## src/fkas_pkg.sv

```systemverilog
// Package: register map, key values and reset values for the flash key/array select block
package fkas_pkg;
	// Register byte offsets on APB
	localparam logic [7:0] FKAS_OFS_KEY       = 8'h00;
	localparam logic [7:0] FKAS_OFS_SELECT    = 8'h04;
	localparam logic [7:0] FKAS_OFS_COPY_CTRL = 8'h08;
	localparam logic [7:0] FKAS_OFS_CODE_SEL  = 8'h0C;
	localparam logic [7:0] FKAS_OFS_STATUS    = 8'h10;
	// Key codes
	localparam logic [7:0] FKAS_KEY_COPY      = 8'hA5;
	localparam logic [7:0] FKAS_KEY_PROGRAM   = 8'h5A;
	localparam logic [7:0] FKAS_KEY_RESET     = 8'h00;
	// Array select codes and reset values
	localparam logic [7:0] FKAS_SEL_BOOT      = 8'hAA;
	localparam logic [7:0] FKAS_SEL_ODD_MASK  = 8'hAA;
	localparam logic [7:0] FKAS_SEL_RESET     = 8'h00;
	// Field positions
	localparam int         FKAS_BIT_COPY_REQ  = 0;
	localparam int         FKAS_BIT_PROG_SEL  = 0;
	localparam int         FKAS_BIT_ERASE_SEL = 1;
	localparam int         FKAS_BIT_ST_BOOT   = 0;
	localparam int         FKAS_BIT_ST_COPYEN = 1;
	localparam int         FKAS_BIT_ST_PROGEN = 2;
	localparam int         FKAS_BIT_ST_BUSY   = 3;
	// Copy engine timing
	localparam logic [7:0] FKAS_COPY_CYCLES   = 8'h10;
	localparam logic [7:0] FKAS_COUNT_ZERO    = 8'h00;
	localparam logic [7:0] FKAS_COUNT_ONE     = 8'h01;
	// Copy engine states
	typedef enum logic [1:0] {
		FKAS_IDLE = 2'b01,
		FKAS_COPY = 2'b10
	} fkas_copy_state_t;
endpackage

```

## src/fkas_top.sv

```systemverilog
// Flash key protection and memory array select, reached over APB
// Notes on behaviour
// - Copy request set only while key is A5
// - Other key values refuse copy request
// - Program/erase takes effect only with key 5A
// - Other keys hold software protection state
// - Key register 8-bit RW, resets to 00
// - Select register AA selects user boot array
// - Any other select value maps user array
// - User boot mode reset gives select AA
// - Other reset modes give select 00
// - Odd select bits carry boot-mode reset value
// - User programming mode blocks boot array select
// - Copy request starts copy of chosen routine
`timescale 1ns/1ps
module fkas_top
	import fkas_pkg::*;
(
	// Clock and reset
	input  wire logic        clk_i,
	input  wire logic        rst_i,
	// APB slave
	input  wire logic        psel_i,
	input  wire logic        penable_i,
	input  wire logic        pwrite_i,
	input  wire logic [7:0]  paddr_i,
	input  wire logic [31:0] pwdata_i,
	output logic      [31:0] prdata_o,
	output logic             pready_o,
	output logic             pslverr_o,
	// Mode pins
	input  wire logic        user_boot_mode_i,
	input  wire logic        user_prog_mode_i,
	// Flash array side
	input  wire logic        pe_request_i,
	output logic             boot_array_sel_o,
	output logic             pe_enable_o,
	output logic             copy_busy_o,
	output logic [1:0]       copy_routine_o
);

	// ----------------------------------------
	// Pin synchronisers
	// ----------------------------------------
	logic [1:0] boot_sync;
	logic [1:0] prog_sync;
	logic [1:0] pe_sync;

	// Mode pins run through reset, so the boot level is settled at release
	always_ff @(posedge clk_i) begin
		boot_sync <= {boot_sync[0], user_boot_mode_i};
		prog_sync <= {prog_sync[0], user_prog_mode_i};
	end

	// Request pin crosses in from outside the clock domain
	always_ff @(posedge clk_i) begin
		if (rst_i) begin
			pe_sync <= 2'b00;
		end else begin
			pe_sync <= {pe_sync[0], pe_request_i};
		end
	end

	wire boot_mode_s = boot_sync[1];
	wire prog_mode_s = prog_sync[1];
	wire pe_req_s    = pe_sync[1];

	// ----------------------------------------
	// APB decode
	// ----------------------------------------
	logic [7:0] flash_protect_key;
	logic [7:0] flash_array_select;
	logic [1:0] code_select;
	logic       reset_seen;
	logic       copy_busy;
	logic       copy_done;
	logic [1:0] copy_routine;

	wire access     = psel_i & penable_i;
	// Writes land only at the completing edge, with pready high
	wire wr         = access & pwrite_i & pready_o;
	wire hit_key    = (paddr_i == FKAS_OFS_KEY);
	wire hit_select = (paddr_i == FKAS_OFS_SELECT);
	wire hit_copy   = (paddr_i == FKAS_OFS_COPY_CTRL);
	wire hit_code   = (paddr_i == FKAS_OFS_CODE_SEL);
	wire hit_status = (paddr_i == FKAS_OFS_STATUS);
	wire mapped     = hit_key | hit_select | hit_copy | hit_code | hit_status;

	// ----------------------------------------
	// Permission decode
	// ----------------------------------------
	// Compared with the live key, so a rewrite withdraws permission at once
	wire copy_allowed = (flash_protect_key == FKAS_KEY_COPY);
	wire pe_allowed   = (flash_protect_key == FKAS_KEY_PROGRAM);
	wire copy_write   = wr & hit_copy & pwdata_i[FKAS_BIT_COPY_REQ];
	wire copy_start   = copy_write & copy_allowed & ~copy_busy;
	// Boot array only for AA, never while in user programming mode
	wire boot_sel     = (flash_array_select == FKAS_SEL_BOOT) & ~prog_mode_s;

	// Status word: array in use, permissions, copy busy
	wire [31:0] status_word = {28'h0000000,
	                           copy_busy, pe_allowed, copy_allowed, boot_sel};

	// Read multiplexer; copy request bit reads as zero
	wire [31:0] rd_data = hit_key    ? {24'h000000, flash_protect_key}  :
	                      hit_select ? {24'h000000, flash_array_select} :
	                      hit_code   ? {30'h00000000, code_select}      :
	                      hit_status ? status_word                      : 32'h00000000;

	// ----------------------------------------
	// Key and code select registers
	// ----------------------------------------
	always_ff @(posedge clk_i) begin
		if (rst_i) begin
			flash_protect_key <= FKAS_KEY_RESET;
			code_select       <= 2'b00;
		end else begin
			if (wr & hit_key)
				flash_protect_key <= pwdata_i[7:0];
			// Selection cleared once its copy completes; a new write wins
			if (wr & hit_code)
				code_select <= pwdata_i[1:0];
			else if (copy_done)
				code_select <= 2'b00;
		end
	end

	// ----------------------------------------
	// Array select register
	// ----------------------------------------
	// Boot mode is sampled after release, so reset loads a constant first
	always_ff @(posedge clk_i) begin
		if (rst_i) begin
			flash_array_select <= FKAS_SEL_RESET;
			reset_seen         <= 1'b0;
		end else begin
			reset_seen <= 1'b1;
			if (wr & hit_select)
				flash_array_select <= pwdata_i[7:0];
			else if (!reset_seen)
				flash_array_select <= boot_mode_s ? FKAS_SEL_ODD_MASK
				                                  : FKAS_SEL_RESET;
		end
	end
	// Software is expected to switch arrays only from RAM code

	// ----------------------------------------
	// Copy engine
	// ----------------------------------------
	fkas_copy_engine u_copy (
		.clk_i      (clk_i),
		.rst_i      (rst_i),
		.start_i    (copy_start),
		.code_sel_i (code_select),
		.busy_o     (copy_busy),
		.done_o     (copy_done),
		.routine_o  (copy_routine)
	);

	// ----------------------------------------
	// Registered outputs
	// ----------------------------------------
	always_ff @(posedge clk_i) begin
		if (rst_i) begin
			prdata_o         <= 32'h00000000;
			pready_o         <= 1'b0;
			pslverr_o        <= 1'b0;
			boot_array_sel_o <= 1'b0;
			pe_enable_o      <= 1'b0;
			copy_busy_o      <= 1'b0;
			copy_routine_o   <= 2'b00;
		end else begin
			// One wait state: answer the cycle after penable rises
			pready_o         <= access & ~pready_o;
			pslverr_o        <= access & ~pready_o & ~mapped;
			prdata_o         <= (access & ~pwrite_i) ? rd_data : 32'h00000000;
			boot_array_sel_o <= boot_sel;
			pe_enable_o      <= pe_req_s & pe_allowed;
			copy_busy_o      <= copy_busy;
			copy_routine_o   <= copy_routine;
		end
	end

endmodule

```

## src/fkas_copy_engine.sv

```systemverilog
// Copy engine: sequences the automatic routine copy into on-chip RAM
`timescale 1ns/1ps
module fkas_copy_engine
	import fkas_pkg::*;
(
	// Clock and reset
	input  wire logic       clk_i,
	input  wire logic       rst_i,
	// Control
	input  wire logic       start_i,
	input  wire logic [1:0] code_sel_i,
	// Status
	output logic            busy_o,
	output logic            done_o,
	output logic [1:0]      routine_o
);

	fkas_copy_state_t state;
	logic [7:0]       count;

	// Fixed-length copy; RAM side is outside this block
	always_ff @(posedge clk_i) begin
		if (rst_i) begin
			state     <= FKAS_IDLE;
			count     <= FKAS_COUNT_ZERO;
			busy_o    <= 1'b0;
			done_o    <= 1'b0;
			routine_o <= 2'b00;
		end else begin
			done_o <= 1'b0;
			unique case (state)
				FKAS_IDLE: begin
					if (start_i) begin
						state     <= FKAS_COPY;
						count     <= FKAS_COPY_CYCLES;
						busy_o    <= 1'b1;
						routine_o <= code_sel_i;
					end
				end
				FKAS_COPY: begin
					count <= count - FKAS_COUNT_ONE;
					if (count == FKAS_COUNT_ONE) begin
						state  <= FKAS_IDLE;
						busy_o <= 1'b0;
						done_o <= 1'b1;
					end
				end
				default: begin
					state  <= FKAS_IDLE;
					busy_o <= 1'b0;
				end
			endcase
		end
	end

endmodule

```

## config.mk

```make
export PLATFORM = sky130hd
export DESIGN_NAME = fkas_top
export DESIGN_NICKNAME = d
export VERILOG_FILES = /design/src/fkas_pkg.sv /design/src/fkas_top.sv /design/src/fkas_copy_engine.sv
export SDC_FILE = /design/constraint.sdc
export NUM_CORES = 1
export LEC_CHECK = 0
export ABC_AREA = 1
export BUFFER_PORTS_ARGS = -buffer_cell sky130_fd_sc_hd__buf_2
export CORE_UTILIZATION = 41
export CTS_CLUSTER_DIAMETER = 200
export DETAILED_ROUTE_END_ITERATION = 16
export PLACE_DENSITY = 0.65
export SLEW_MARGIN = 20
export SYNTH_ARGS = -nofsm -noshare
export SYNTH_HDL_FRONTEND = slang
export SYNTH_HIERARCHICAL = 1
export SYNTH_SLANG_ARGS = --single-unit
```

## constraint.sdc

```tcl
create_clock -name clk_i -period 2.15 [get_ports clk_i]
set_input_delay 0.3225 -clock clk_i [delete_from_list [all_inputs] [get_ports clk_i]]
set_output_delay 0.3225 -clock clk_i [all_outputs]
set_load 0.005 [all_outputs]
```

==> flow_summary.html, run 1 <==
<table>
<tr><th>Metric</th><th>Value</th></tr>
<tr><th colspan="2">Outcome</th></tr>
<tr><td>Run status</td><td>finished, final reports clean</td></tr>
<tr><th colspan="2">Clock network</th></tr>
<tr><td>Max Buffers Root-to-Sink</td><td>2</td></tr>
<tr><td>TritonCTS clock tree</td><td>done</td></tr>
<tr><td>Number of H-tree levels</td><td>2</td></tr>
<tr><td>Number of CTS-inserted buffers</td><td>5</td></tr>
<tr><td>Number of buffers inserted to repair setup after CTS</td><td>0</td></tr>
<tr><td>Resized Gates After CTS</td><td>0</td></tr>
<tr><td>Sinks on Clock Net</td><td>53</td></tr>
<tr><td>Clock slew seen by the registers of the worst setup and hold paths</td><td>0.09 ns</td></tr>
<tr><td>Count of hold buffers inserted by post-cts repair</td><td>0</td></tr>
<tr><td>Worst-skew pair later-pin latency</td><td>0.31 ns</td></tr>
<tr><td>Root Buffer Master</td><td>sky130_fd_sc_hd__clkbuf_8</td></tr>
<tr><th colspan="2">Pwr</th></tr>
<tr><td>Power share of the sequential group</td><td>between 60% and 70%</td></tr>
<tr><td>PwrDens</td><td>approximately 600 mW/mm^2</td></tr>
<tr><td>Logic pwr share</td><td>6.2%</td></tr>
<tr><td>Switching part of the total</td><td>between 20% and 30%</td></tr>
<tr><td>Static Leak</td><td>roughly 1.3 nW</td></tr>
<tr><td>Total Power Consumption</td><td>0.00165 W</td></tr>
<tr><td>Power dissipated by switching net loads</td><td>0.000390 W</td></tr>
<tr><td>Maximum ir drop on the vdd rail</td><td>375 uV</td></tr>
<tr><td>Clock network fraction of design power</td><td>33.1%</td></tr>
<tr><td>Cell internal pwr</td><td>0.00126 W</td></tr>
<tr><th colspan="2">Floorplanning</th></tr>
<tr><td>Placeable core region</td><td>roughly 0.006 sq mm</td></tr>
<tr><td>Core Rows</td><td>28</td></tr>
<tr><td>Area enclosed by the die boundary</td><td>0.00641 sq mm</td></tr>
<tr><td>Number of top-level design ports</td><td>between 80 and 90</td></tr>
<tr><td>Initial core utilization</td><td>approximately 42%</td></tr>
<tr><td>Die width</td><td>around 80 um</td></tr>
<tr><td>Overall die height</td><td>80.1 um</td></tr>
<tr><th colspan="2">Yosys</th></tr>
<tr><td>Flops &amp; latches, synth</td><td>53</td></tr>
<tr><td>Cell area after synthesis</td><td>0.00250 sq mm</td></tr>
<tr><td>Gate count of the mapped netlist</td><td>334</td></tr>
<tr><td>Mean cell area of the mapped netlist</td><td>7.48 sq um</td></tr>
<tr><td>Cell type contributing the most total cell area after synthesis</td><td>sky130_fd_sc_hd__dfxtp_1</td></tr>
<tr><td>Total of warnings raised by yosys</td><td>6</td></tr>
<tr><td>Yosys top cell area share</td><td>between 40% and 50%</td></tr>
<tr><td>Sequential fraction of the synthesis area</td><td>a little over two fifths</td></tr>
<tr><td>Top area cells in the synthesized netlist</td><td>sky130_fd_sc_hd__dfxtp_1 (42%), sky130_fd_sc_hd__nand2_1 (7.7%), sky130_fd_sc_hd__buf_4 (7.2%), sky130_fd_sc_hd__nor2_1 (7.2%), sky130_fd_sc_hd__inv_1 (5.4%)</td></tr>
<tr><td>Post-synth cell types</td><td>30</td></tr>
<tr><th colspan="2">Finish</th></tr>
<tr><td>Utilization after layout</td><td>46.8%</td></tr>
<tr><td>Final #Nets</td><td>426</td></tr>
<tr><td>Count of inserted antenna diode cells</td><td>0</td></tr>
<tr><td>Fraction of layout instances using a drive strength above 1</td><td>21.2%</td></tr>
<tr><td>Area Overhead vs Synth</td><td>10.3%</td></tr>
<tr><td>Non-filler cells in the finished layout</td><td>between 400 and 500</td></tr>
<tr><th colspan="2">Placement</th></tr>
<tr><td>Placer's final routability congestion estimate</td><td>between 0.8 and 0.9</td></tr>
<tr><td>Detailed Place HPWL</td><td>about 3800 um</td></tr>
<tr><td>Number of buffer cells added on primary ports</td><td>38</td></tr>
<tr><td>Pre-CTS WS</td><td>between 0.4 and 0.5 ns</td></tr>
<tr><td>Placed Cells incl. Taps</td><td>444</td></tr>
<tr><th colspan="2">Worst setup path</th></tr>
<tr><td>CP delay by family, top</td><td>simple AND/OR/NAND/NOR gates</td></tr>
<tr><td>Arrival time at the worst endpoint</td><td>around 1.9 ns</td></tr>
<tr><td>Category of the critical setup timing path</td><td>reg -&gt; reg</td></tr>
<tr><td>WP buf/inv</td><td>2</td></tr>
<tr><td>CP required</td><td>2.37 ns</td></tr>
<tr><td>Largest stage delay on the critical path</td><td>roughly 0.32 ns</td></tr>
<tr><td>Highest-delay cell along the critical path</td><td>sky130_fd_sc_hd__dfxtp_1</td></tr>
<tr><td>Critical path peak fanout</td><td>10</td></tr>
<tr><td>Nature of the critical path startpoint</td><td>register</td></tr>
<tr><td>Critical Path End Type</td><td>register</td></tr>
<tr><td>Cells along the critical path</td><td>inv_1, nand4_1, nor2_1, nand3_1, nor2_1, nand3b_4, nand2_2, nand2_2, nor2_2, inv_2</td></tr>
<tr><th colspan="2">STA</th></tr>
<tr><td>Setup repair after global routing missed its margin</td><td>false</td></tr>
<tr><td>Setup Total Neg Slack</td><td>0 ns</td></tr>
<tr><td>Final Setup Violations</td><td>0</td></tr>
<tr><td>Maximum operating frequency</td><td>601 MHz</td></tr>
<tr><td>Total count of max-transition violations in the final report</td><td>0</td></tr>
<tr><td>Final worst clock skew</td><td>0.00808 ns</td></tr>
<tr><td>Final period util</td><td>77.4%</td></tr>
<tr><td>Final worst slack</td><td>0.487 ns</td></tr>
<tr><td>Final count of hold timing violations</td><td>0</td></tr>
<tr><td>Final period demand of the worst path</td><td>1.66 ns</td></tr>
<tr><th colspan="2">Global route</th></tr>
<tr><td>Antenna violations before repair</td><td>0</td></tr>
<tr><td>Via count of the first global-routing pass</td><td>1816</td></tr>
<tr><td>Wire length of the first global-routing pass</td><td>8360 um</td></tr>
<tr><td>Routing usage on met1</td><td>21.4%</td></tr>
<tr><td>Met2 layer usage reported by global route</td><td>28.7%</td></tr>
<tr><td>Busiest layer in global routing</td><td>met2</td></tr>
<tr><td>Met3 layer usage reported by global route</td><td>3.75%</td></tr>
<tr><td>Sum of overflow across all layers after global routing</td><td>0</td></tr>
<tr><td>Maximum number of pins on one net before global-route repair</td><td>17</td></tr>
<tr><td>Combined global-route utilization of all metal layers</td><td>between 10% and 20%</td></tr>
<tr><th colspan="2">Hold path</th></tr>
<tr><td>Path category of the worst min-delay check</td><td>in -&gt; reg</td></tr>
<tr><th colspan="2">Drt</th></tr>
<tr><td>Final ANT Viol Nets</td><td>0</td></tr>
<tr><td>First-pass detailed-route iteration total</td><td>5</td></tr>
<tr><td>Aggregate routed wire length</td><td>4960 um</td></tr>
<tr><td>Violation count after the first detailed-routing iteration</td><td>114</td></tr>
<tr><td>DR DRC count</td><td>0</td></tr>
<tr><td>Vias per cell</td><td>4.64</td></tr>
<tr><td>Via total after detailed routing</td><td>2099</td></tr>
<tr><td>Wire length per cell after detailed routing</td><td>11.0 um</td></tr>
<tr><th colspan="2">Run</th></tr>
<tr><td>Max-capacitance violation count</td><td>0</td></tr>
</table>
==> routing by layer <==
layer	vias to the layer above	part of all wire [%]
met5	-	0
met4	0	1.5
met3	8	5.5
met2	66	47
met1	932	46
li1	1093	-
==> sequential cells by signal (all words and copies together) (netlist names) <==
register,count
boot_array_sel_o,1
boot_sync,2
code_select,2
copy_busy_o,1
copy_routine_o,2
flash_array_select,8
flash_protect_key,8
pe_enable_o,1
pe_sync,2
prdata_o,8
pready_o,1
prog_sync,2
pslverr_o,1
reset_seen,1
u_copy/busy_o,1
u_copy/count,8
u_copy/done_o,1
u_copy/routine_o,2
u_copy/state,1
==> kinds of logic (layout without fill, tap and decap cells) <==
family | count (synthesis) | after routing | synth area share, %
adders and majority gates | 2 | 2 | 1.00
other | 1 | 24 | 0.150
DFF | 53 | 53 | 42.5
and+or+nand+nor | 163 | 163 | 32.1
AOI/OAI and AO/OA | 42 | 42 | 8.56
buffers and inverters | 73 | 93 | 15.7
==> cell type report <==
class                      instances  area, sq um
multi-input combinational        231         1130
sequential                        53         1060
timing repair buffer              43          228
clock inverter                     1         7.51
inverter                          42          158
fill                             634         3130
clock buffer                       7         76.3
tap                               75         93.8
==> path summary, 6_finish.rpt <==
kind,from,to,slack [ns],depth (start not counted)
min reg2reg,prog_sync[0],prog_sync[1],0.34,0
min,user_boot_mode_i,boot_sync[0],0.11,1
max,flash_protect_key[3],u_copy/state[0],0.49,10
max reg2reg,flash_protect_key[3],u_copy/state[0],0.49,10
==> placed cells by master, fill, tap and decap left out, types with 2 or more instances in the layout <==
cell,Yosys,routed
sky130_fd_sc_hd__nand2_1,51,51
sky130_fd_sc_hd__clkbuf_8,0,5
sky130_fd_sc_hd__a21oi_1,26,26
sky130_fd_sc_hd__nor2_1,48,48
sky130_fd_sc_hd__buf_2,2,38
sky130_fd_sc_hd__nand3_1,25,25
sky130_fd_sc_hd__inv_2,6,6
sky130_fd_sc_hd__nor3_1,6,6
sky130_fd_sc_hd__inv_1,36,36
sky130_fd_sc_hd__o21ai_1,3,3
sky130_fd_sc_hd__ha_1,2,2
sky130_fd_sc_hd__nor2_2,8,8
sky130_fd_sc_hd__nor2_4,4,4
sky130_fd_sc_hd__o21ai_0,11,11
sky130_fd_sc_hd__buf_4,24,5
sky130_fd_sc_hd__clkbuf_1,2,2
sky130_fd_sc_hd__dfxtp_1,53,53
sky130_fd_sc_hd__nand4_1,7,7
sky130_fd_sc_hd__nand2_2,5,5
sky130_fd_sc_hd__nand2_4,2,2
sky130_fd_sc_hd__nand3_2,2,2
sky130_fd_sc_hd__conb_1,1,24
==> power groups by stage <==
stage	combinational (W)	sequential (W)	clock, W
after floorplan	0.0000899	0.00102	0
after global placement	0.000101	0.00102	0
after detailed placement	0.000102	0.00102	0
after CTS	0.000102	0.00100	0.000567
after global routing	0.000117	0.00100	0.000620
final	0.000103	0.00100	0.000547
==> Yosys cell counts <==
cell type	number
sky130_fd_sc_hd__a21oi_1	26
sky130_fd_sc_hd__a22oi_1	1
sky130_fd_sc_hd__and3_1	1
sky130_fd_sc_hd__buf_2	2
sky130_fd_sc_hd__buf_4	24
sky130_fd_sc_hd__buf_6	2
sky130_fd_sc_hd__buf_8	1
sky130_fd_sc_hd__clkbuf_1	2
sky130_fd_sc_hd__conb_1	1
sky130_fd_sc_hd__dfxtp_1	53
sky130_fd_sc_hd__ha_1	2
sky130_fd_sc_hd__inv_1	36
sky130_fd_sc_hd__inv_2	6
sky130_fd_sc_hd__nand2_1	51
sky130_fd_sc_hd__nand2_2	5
sky130_fd_sc_hd__nand2_4	2
sky130_fd_sc_hd__nand3_1	25
sky130_fd_sc_hd__nand3_2	2
sky130_fd_sc_hd__nand3b_4	1
sky130_fd_sc_hd__nand4_1	7
sky130_fd_sc_hd__nor2_1	48
sky130_fd_sc_hd__nor2_2	8
sky130_fd_sc_hd__nor2_4	4
sky130_fd_sc_hd__nor2_8	1
sky130_fd_sc_hd__nor3_1	6
sky130_fd_sc_hd__nor3_2	1
sky130_fd_sc_hd__o21ai_0	11
sky130_fd_sc_hd__o21ai_1	3
sky130_fd_sc_hd__o22ai_1	1
sky130_fd_sc_hd__or2_2	1
==> per-stage QoR <==
| step | area, sq um | hold slack [ns] |
|---|---|---|
| after global placement | 2670 | 0.315 |
| after CTS | 2760 | 0.0945 |
| after detailed placement | 2670 | 0.322 |
| after floorplan | 2580 | 0.310 |
| final | 2760 | 0.108 |
| after global routing | 2760 | 0.0838 |
(Power assumes the default switching activity.)
==> inputs of run 2 (changes only) <==
Settings changed: PLACE_DENSITY 0.65 to 0.67.
Clock period 2.15 ns to 1.45 ns, I/O delays scaled along.
==> run 2 against run 1 <==
Clock power rose by 92%. Combinational power is 68% higher. Critical path type unchanged. Largest cell class unchanged. Clock skew increased by 0.0055 ns. Global-route usage increased by 0.73 points. Cell count is 5.8% higher. Routed wire length rose by 7.7%. Maximum frequency rose by 9.5%. Sequential power increased by 48%. Non-clock buffer count rose by 25. Via count up 6.9%. Flip-flop and latch count stayed put. The run now ends with negative setup slack left.
==> flow_summary.html, run 2 (same netlist as run 1, synthesis figures left out) <==
<table>
<tr><th>Metric</th><th>Value</th></tr>
<tr><th colspan="2">STA</th></tr>
<tr><td>Final worst slack</td><td>-0.0689 ns</td></tr>
<tr><td>Setup repair after global routing missed its margin</td><td>true</td></tr>
<tr><td>Final count of hold timing violations</td><td>0</td></tr>
<tr><td>Total count of max-transition violations in the final report</td><td>0</td></tr>
<tr><td>Final Setup Violations</td><td>9</td></tr>
<tr><td>Final worst clock skew</td><td>approximately 0.014 ns</td></tr>
<tr><td>Final period demand of the worst path</td><td>1.52 ns</td></tr>
<tr><td>Final period util</td><td>105%</td></tr>
<tr><td>Maximum operating frequency</td><td>between 600 and 700 MHz</td></tr>
<tr><th colspan="2">Finish</th></tr>
<tr><td>Count of inserted antenna diode cells</td><td>0</td></tr>
<tr><td>Most frequent cells in the layout</td><td>sky130_fd_sc_hd__nand2_1 (50), sky130_fd_sc_hd__dfxtp_1 (49), sky130_fd_sc_hd__nor2_1 (45), sky130_fd_sc_hd__buf_2 (38), sky130_fd_sc_hd__inv_1 (33)</td></tr>
<tr><td>Most common library cell in the layout ignoring fill and taps</td><td>sky130_fd_sc_hd__nand2_1</td></tr>
<tr><td>Utilization after layout</td><td>52.1%</td></tr>
<tr><td>Total non-filler cell area in the finished layout</td><td>0.00306 sq mm</td></tr>
<tr><td>Area Overhead vs Synth</td><td>22.6%</td></tr>
<tr><td>Fill cell count</td><td>585</td></tr>
<tr><td>Non-filler cells in the finished layout</td><td>about 480</td></tr>
<tr><td>Fraction of layout instances using a drive strength above 1</td><td>30.0%</td></tr>
<tr><td>Final #Nets</td><td>approximately 450</td></tr>
<tr><th colspan="2">Placement</th></tr>
<tr><td>Number of buffer cells added on primary ports</td><td>38</td></tr>
<tr><td>Placed Cells incl. Taps</td><td>about 460</td></tr>
<tr><td>Placer's final routability congestion estimate</td><td>0.789</td></tr>
<tr><td>Placed inst area</td><td>0.00285 sq mm</td></tr>
<tr><td>Detailed Place HPWL</td><td>about 3900 um</td></tr>
<tr><th colspan="2">Worst setup path</th></tr>
<tr><td>Category of the critical setup timing path</td><td>reg -&gt; reg</td></tr>
<tr><td>Register-to-register path setup slack</td><td>-0.07 ns</td></tr>
<tr><td>CP delay by family, top</td><td>simple AND/OR/NAND/NOR gates</td></tr>
<tr><td>Worst Reg-to-Reg Cells</td><td>11</td></tr>
<tr><td>WP buf/inv</td><td>3</td></tr>
<tr><td>Largest stage delay on the critical path</td><td>0.34 ns</td></tr>
<tr><td>Number of stages on the worst setup path</td><td>11</td></tr>
<tr><td>Critical Path End Type</td><td>register</td></tr>
<tr><td>Crit Reg-Reg Endpoint</td><td>u_copy/state[0]</td></tr>
<tr><td>Nature of the critical path startpoint</td><td>register</td></tr>
<tr><td>Highest-delay cell along the critical path</td><td>sky130_fd_sc_hd__dfxtp_2</td></tr>
<tr><td>Cells along the critical path</td><td>inv_2, nand4_1, nor2_1, buf_4, nand3_4, nor2_4, nand3b_4, nand2_4, nand2_4, nor2_4, inv_2</td></tr>
<tr><td>Critical register-to-register path startpoint</td><td>flash_protect_key[6]</td></tr>
<tr><td>Critical path peak fanout</td><td>5</td></tr>
<tr><td>CP required</td><td>~1.7 ns</td></tr>
<tr><td>Arrival time at the worst endpoint</td><td>~1.7 ns</td></tr>
<tr><th colspan="2">Hold path</th></tr>
<tr><td>Worst Hold End</td><td>prog_sync[0]</td></tr>
<tr><td>Path category of the worst min-delay check</td><td>in -&gt; reg</td></tr>
<tr><td>Worst Hold Launch</td><td>user_prog_mode_i</td></tr>
<tr><td>Hold path cells</td><td>1</td></tr>
<tr><th colspan="2">Global route</th></tr>
<tr><td>Wire length of the first global-routing pass</td><td>8800 um</td></tr>
<tr><td>Combined global-route utilization of all metal layers</td><td>about 18%</td></tr>
<tr><td>Antenna violations before repair</td><td>0</td></tr>
<tr><td>Maximum number of pins on one net before global-route repair</td><td>25</td></tr>
<tr><td>Via count of the first global-routing pass</td><td>2001</td></tr>
<tr><td>Sum of overflow across all layers after global routing</td><td>0</td></tr>
<tr><th colspan="2">Clock network</th></tr>
<tr><td>Max Buffers Root-to-Sink</td><td>2</td></tr>
<tr><td>Number of H-tree levels</td><td>2</td></tr>
<tr><td>Clock slew seen by the registers of the worst setup and hold paths</td><td>0.10 ns</td></tr>
<tr><td>Root Buffer Master</td><td>sky130_fd_sc_hd__clkbuf_8</td></tr>
<tr><td>Sinks on Clock Net</td><td>53</td></tr>
<tr><td>Number of CTS-inserted buffers</td><td>5</td></tr>
<tr><td>Worst-skew pair later-pin latency</td><td>about 0.3 ns</td></tr>
<tr><td>TritonCTS clock tree</td><td>done</td></tr>
<tr><th colspan="2">Floorplanning</th></tr>
<tr><td>Placeable core region</td><td>0.00589 sq mm</td></tr>
<tr><td>Area enclosed by the die boundary</td><td>0.00641 sq mm</td></tr>
<tr><td>Overall die height</td><td>80.1 um</td></tr>
<tr><td>Initial core utilization</td><td>42.5%</td></tr>
<tr><td>Core Rows</td><td>28</td></tr>
<tr><td>Number of top-level design ports</td><td>87</td></tr>
<tr><td>Die width</td><td>80.1 um</td></tr>
<tr><th colspan="2">Run</th></tr>
<tr><td>Max-capacitance violation count</td><td>0</td></tr>
<tr><th colspan="2">Drt</th></tr>
<tr><td>DR DRC count</td><td>0</td></tr>
<tr><td>Aggregate routed wire length</td><td>5340 um</td></tr>
<tr><td>Via total after detailed routing</td><td>2244</td></tr>
<tr><td>Wire length per cell after detailed routing</td><td>11.2 um</td></tr>
<tr><td>Violation count after the first detailed-routing iteration</td><td>between 60 and 70</td></tr>
<tr><td>Vias per cell</td><td>4.69</td></tr>
<tr><td>First-pass detailed-route iteration total</td><td>4</td></tr>
<tr><td>Final ANT Viol Nets</td><td>0</td></tr>
<tr><th colspan="2">Outcome</th></tr>
<tr><td>Run status</td><td>finished, violations left</td></tr>
<tr><td>Violations in the final reports</td><td>negative setup slack</td></tr>
<tr><th colspan="2">Pwr</th></tr>
<tr><td>PwrDens</td><td>882 mW/mm^2</td></tr>
<tr><td>Maximum ir drop on the vdd rail</td><td>678 uV</td></tr>
<tr><td>Total Power Consumption</td><td>0.00270 W</td></tr>
<tr><td>Static Leak</td><td>about 1.4 nW</td></tr>
</table>
[run 2: cell types whose count changed in the layout (fill, tap and decap cells not counted), sizes merged]
cell,previous run,this run
buf,43,67
bufinv,0,1
clkbuf,7,6
dlygate4sd3,0,1
nand3b,1,2
[run 2: stage by stage]
step                hold slack [ns]  TNS (ns)  worst slack (ns)
finish                       0.0205    -0.303           -0.0689
global route                0.00118     -1.60            -0.161
CTS                         0.00542    -0.164           -0.0886
detailed placement            0.314    -0.299            -0.119
global placement              0.313    -0.190           -0.0874
floorplan                     0.245  -0.00374          -0.00374
[run 2: how the worst max path moves through the flow]
| stage | from | endpoint | slack [ns] |
|---|---|---|---|
| 6_report | flash_protect_key[6] | u_copy/state[0] | -0.07 |
| 5_1_grt | flash_protect_key[6] | u_copy/routine_o[1] | -0.16 |
| 4_1_cts | flash_protect_key[3] | u_copy/state[0] | -0.09 |
| 3_5_place_dp | flash_protect_key[6] | u_copy/state[0] | -0.12 |
| 3_3_place_gp | flash_protect_key[6] | u_copy/state[0] | -0.09 |
| 2_1_floorplan | pready_o | u_copy/state[0] | -0.004 |
[run 2: power by group]
| part | internal (W) | switching, W |
|---|---|---|
| Combinational | 0.0000672 | 0.000106 |
| Clock | 0.000562 | 0.000483 |
| Sequential | 0.00147 | 0.00000979 |
| Total | 0.00210 | 0.000599 |
[run 2: area by class of cell]
cell class	count	area, sq um	area share [%]
flip-flops and latches	53	1070	34.8
clock buffers	6	82.6	2.69
inverters	42	158	5.14
multi-input cells	232	1190	38.9
well taps	75	93.8	3.06
repair buffers	68	434	14.2
clock inverters	2	37.5	1.22
[run 2: layer usage]
metal | vias up | share of wire, % | track usage (%)
met1 | 1020 | 44 | 21.9
met2 | 71 | 49 | 31.2
met5 | - | 0 | 0
met4 | 0 | 1.6 | 5.89
li1 | 1145 | - | -
met3 | 8 | 5.6 | 3.52
[run 2: timing repair]
action / CTS / global route
endpoints found under the hold margin: 0 / 1
setup endpoints to repair: 10 / 16
gates resized for setup: 9 / 5
pin swaps: 7 / 5
setup buffers: 3 / 2
hold buffers: 0 / 1
cloned: 1 / 0
[run 2: worst register-to-register path, cell delays in order (launching register included)]
cell and delay, ns:
sky130_fd_sc_hd__dfxtp_2 0.34, sky130_fd_sc_hd__inv_2 0.05, sky130_fd_sc_hd__nand4_1 0.12, sky130_fd_sc_hd__nor2_1 0.11, sky130_fd_sc_hd__buf_4 0.14, sky130_fd_sc_hd__nand3_4 0.06, sky130_fd_sc_hd__nor2_4 0.16, sky130_fd_sc_hd__nand3b_4 0.14
sky130_fd_sc_hd__nand2_4 0.12, sky130_fd_sc_hd__nand2_4 0.05, sky130_fd_sc_hd__nor2_4 0.10, sky130_fd_sc_hd__inv_2 0.03
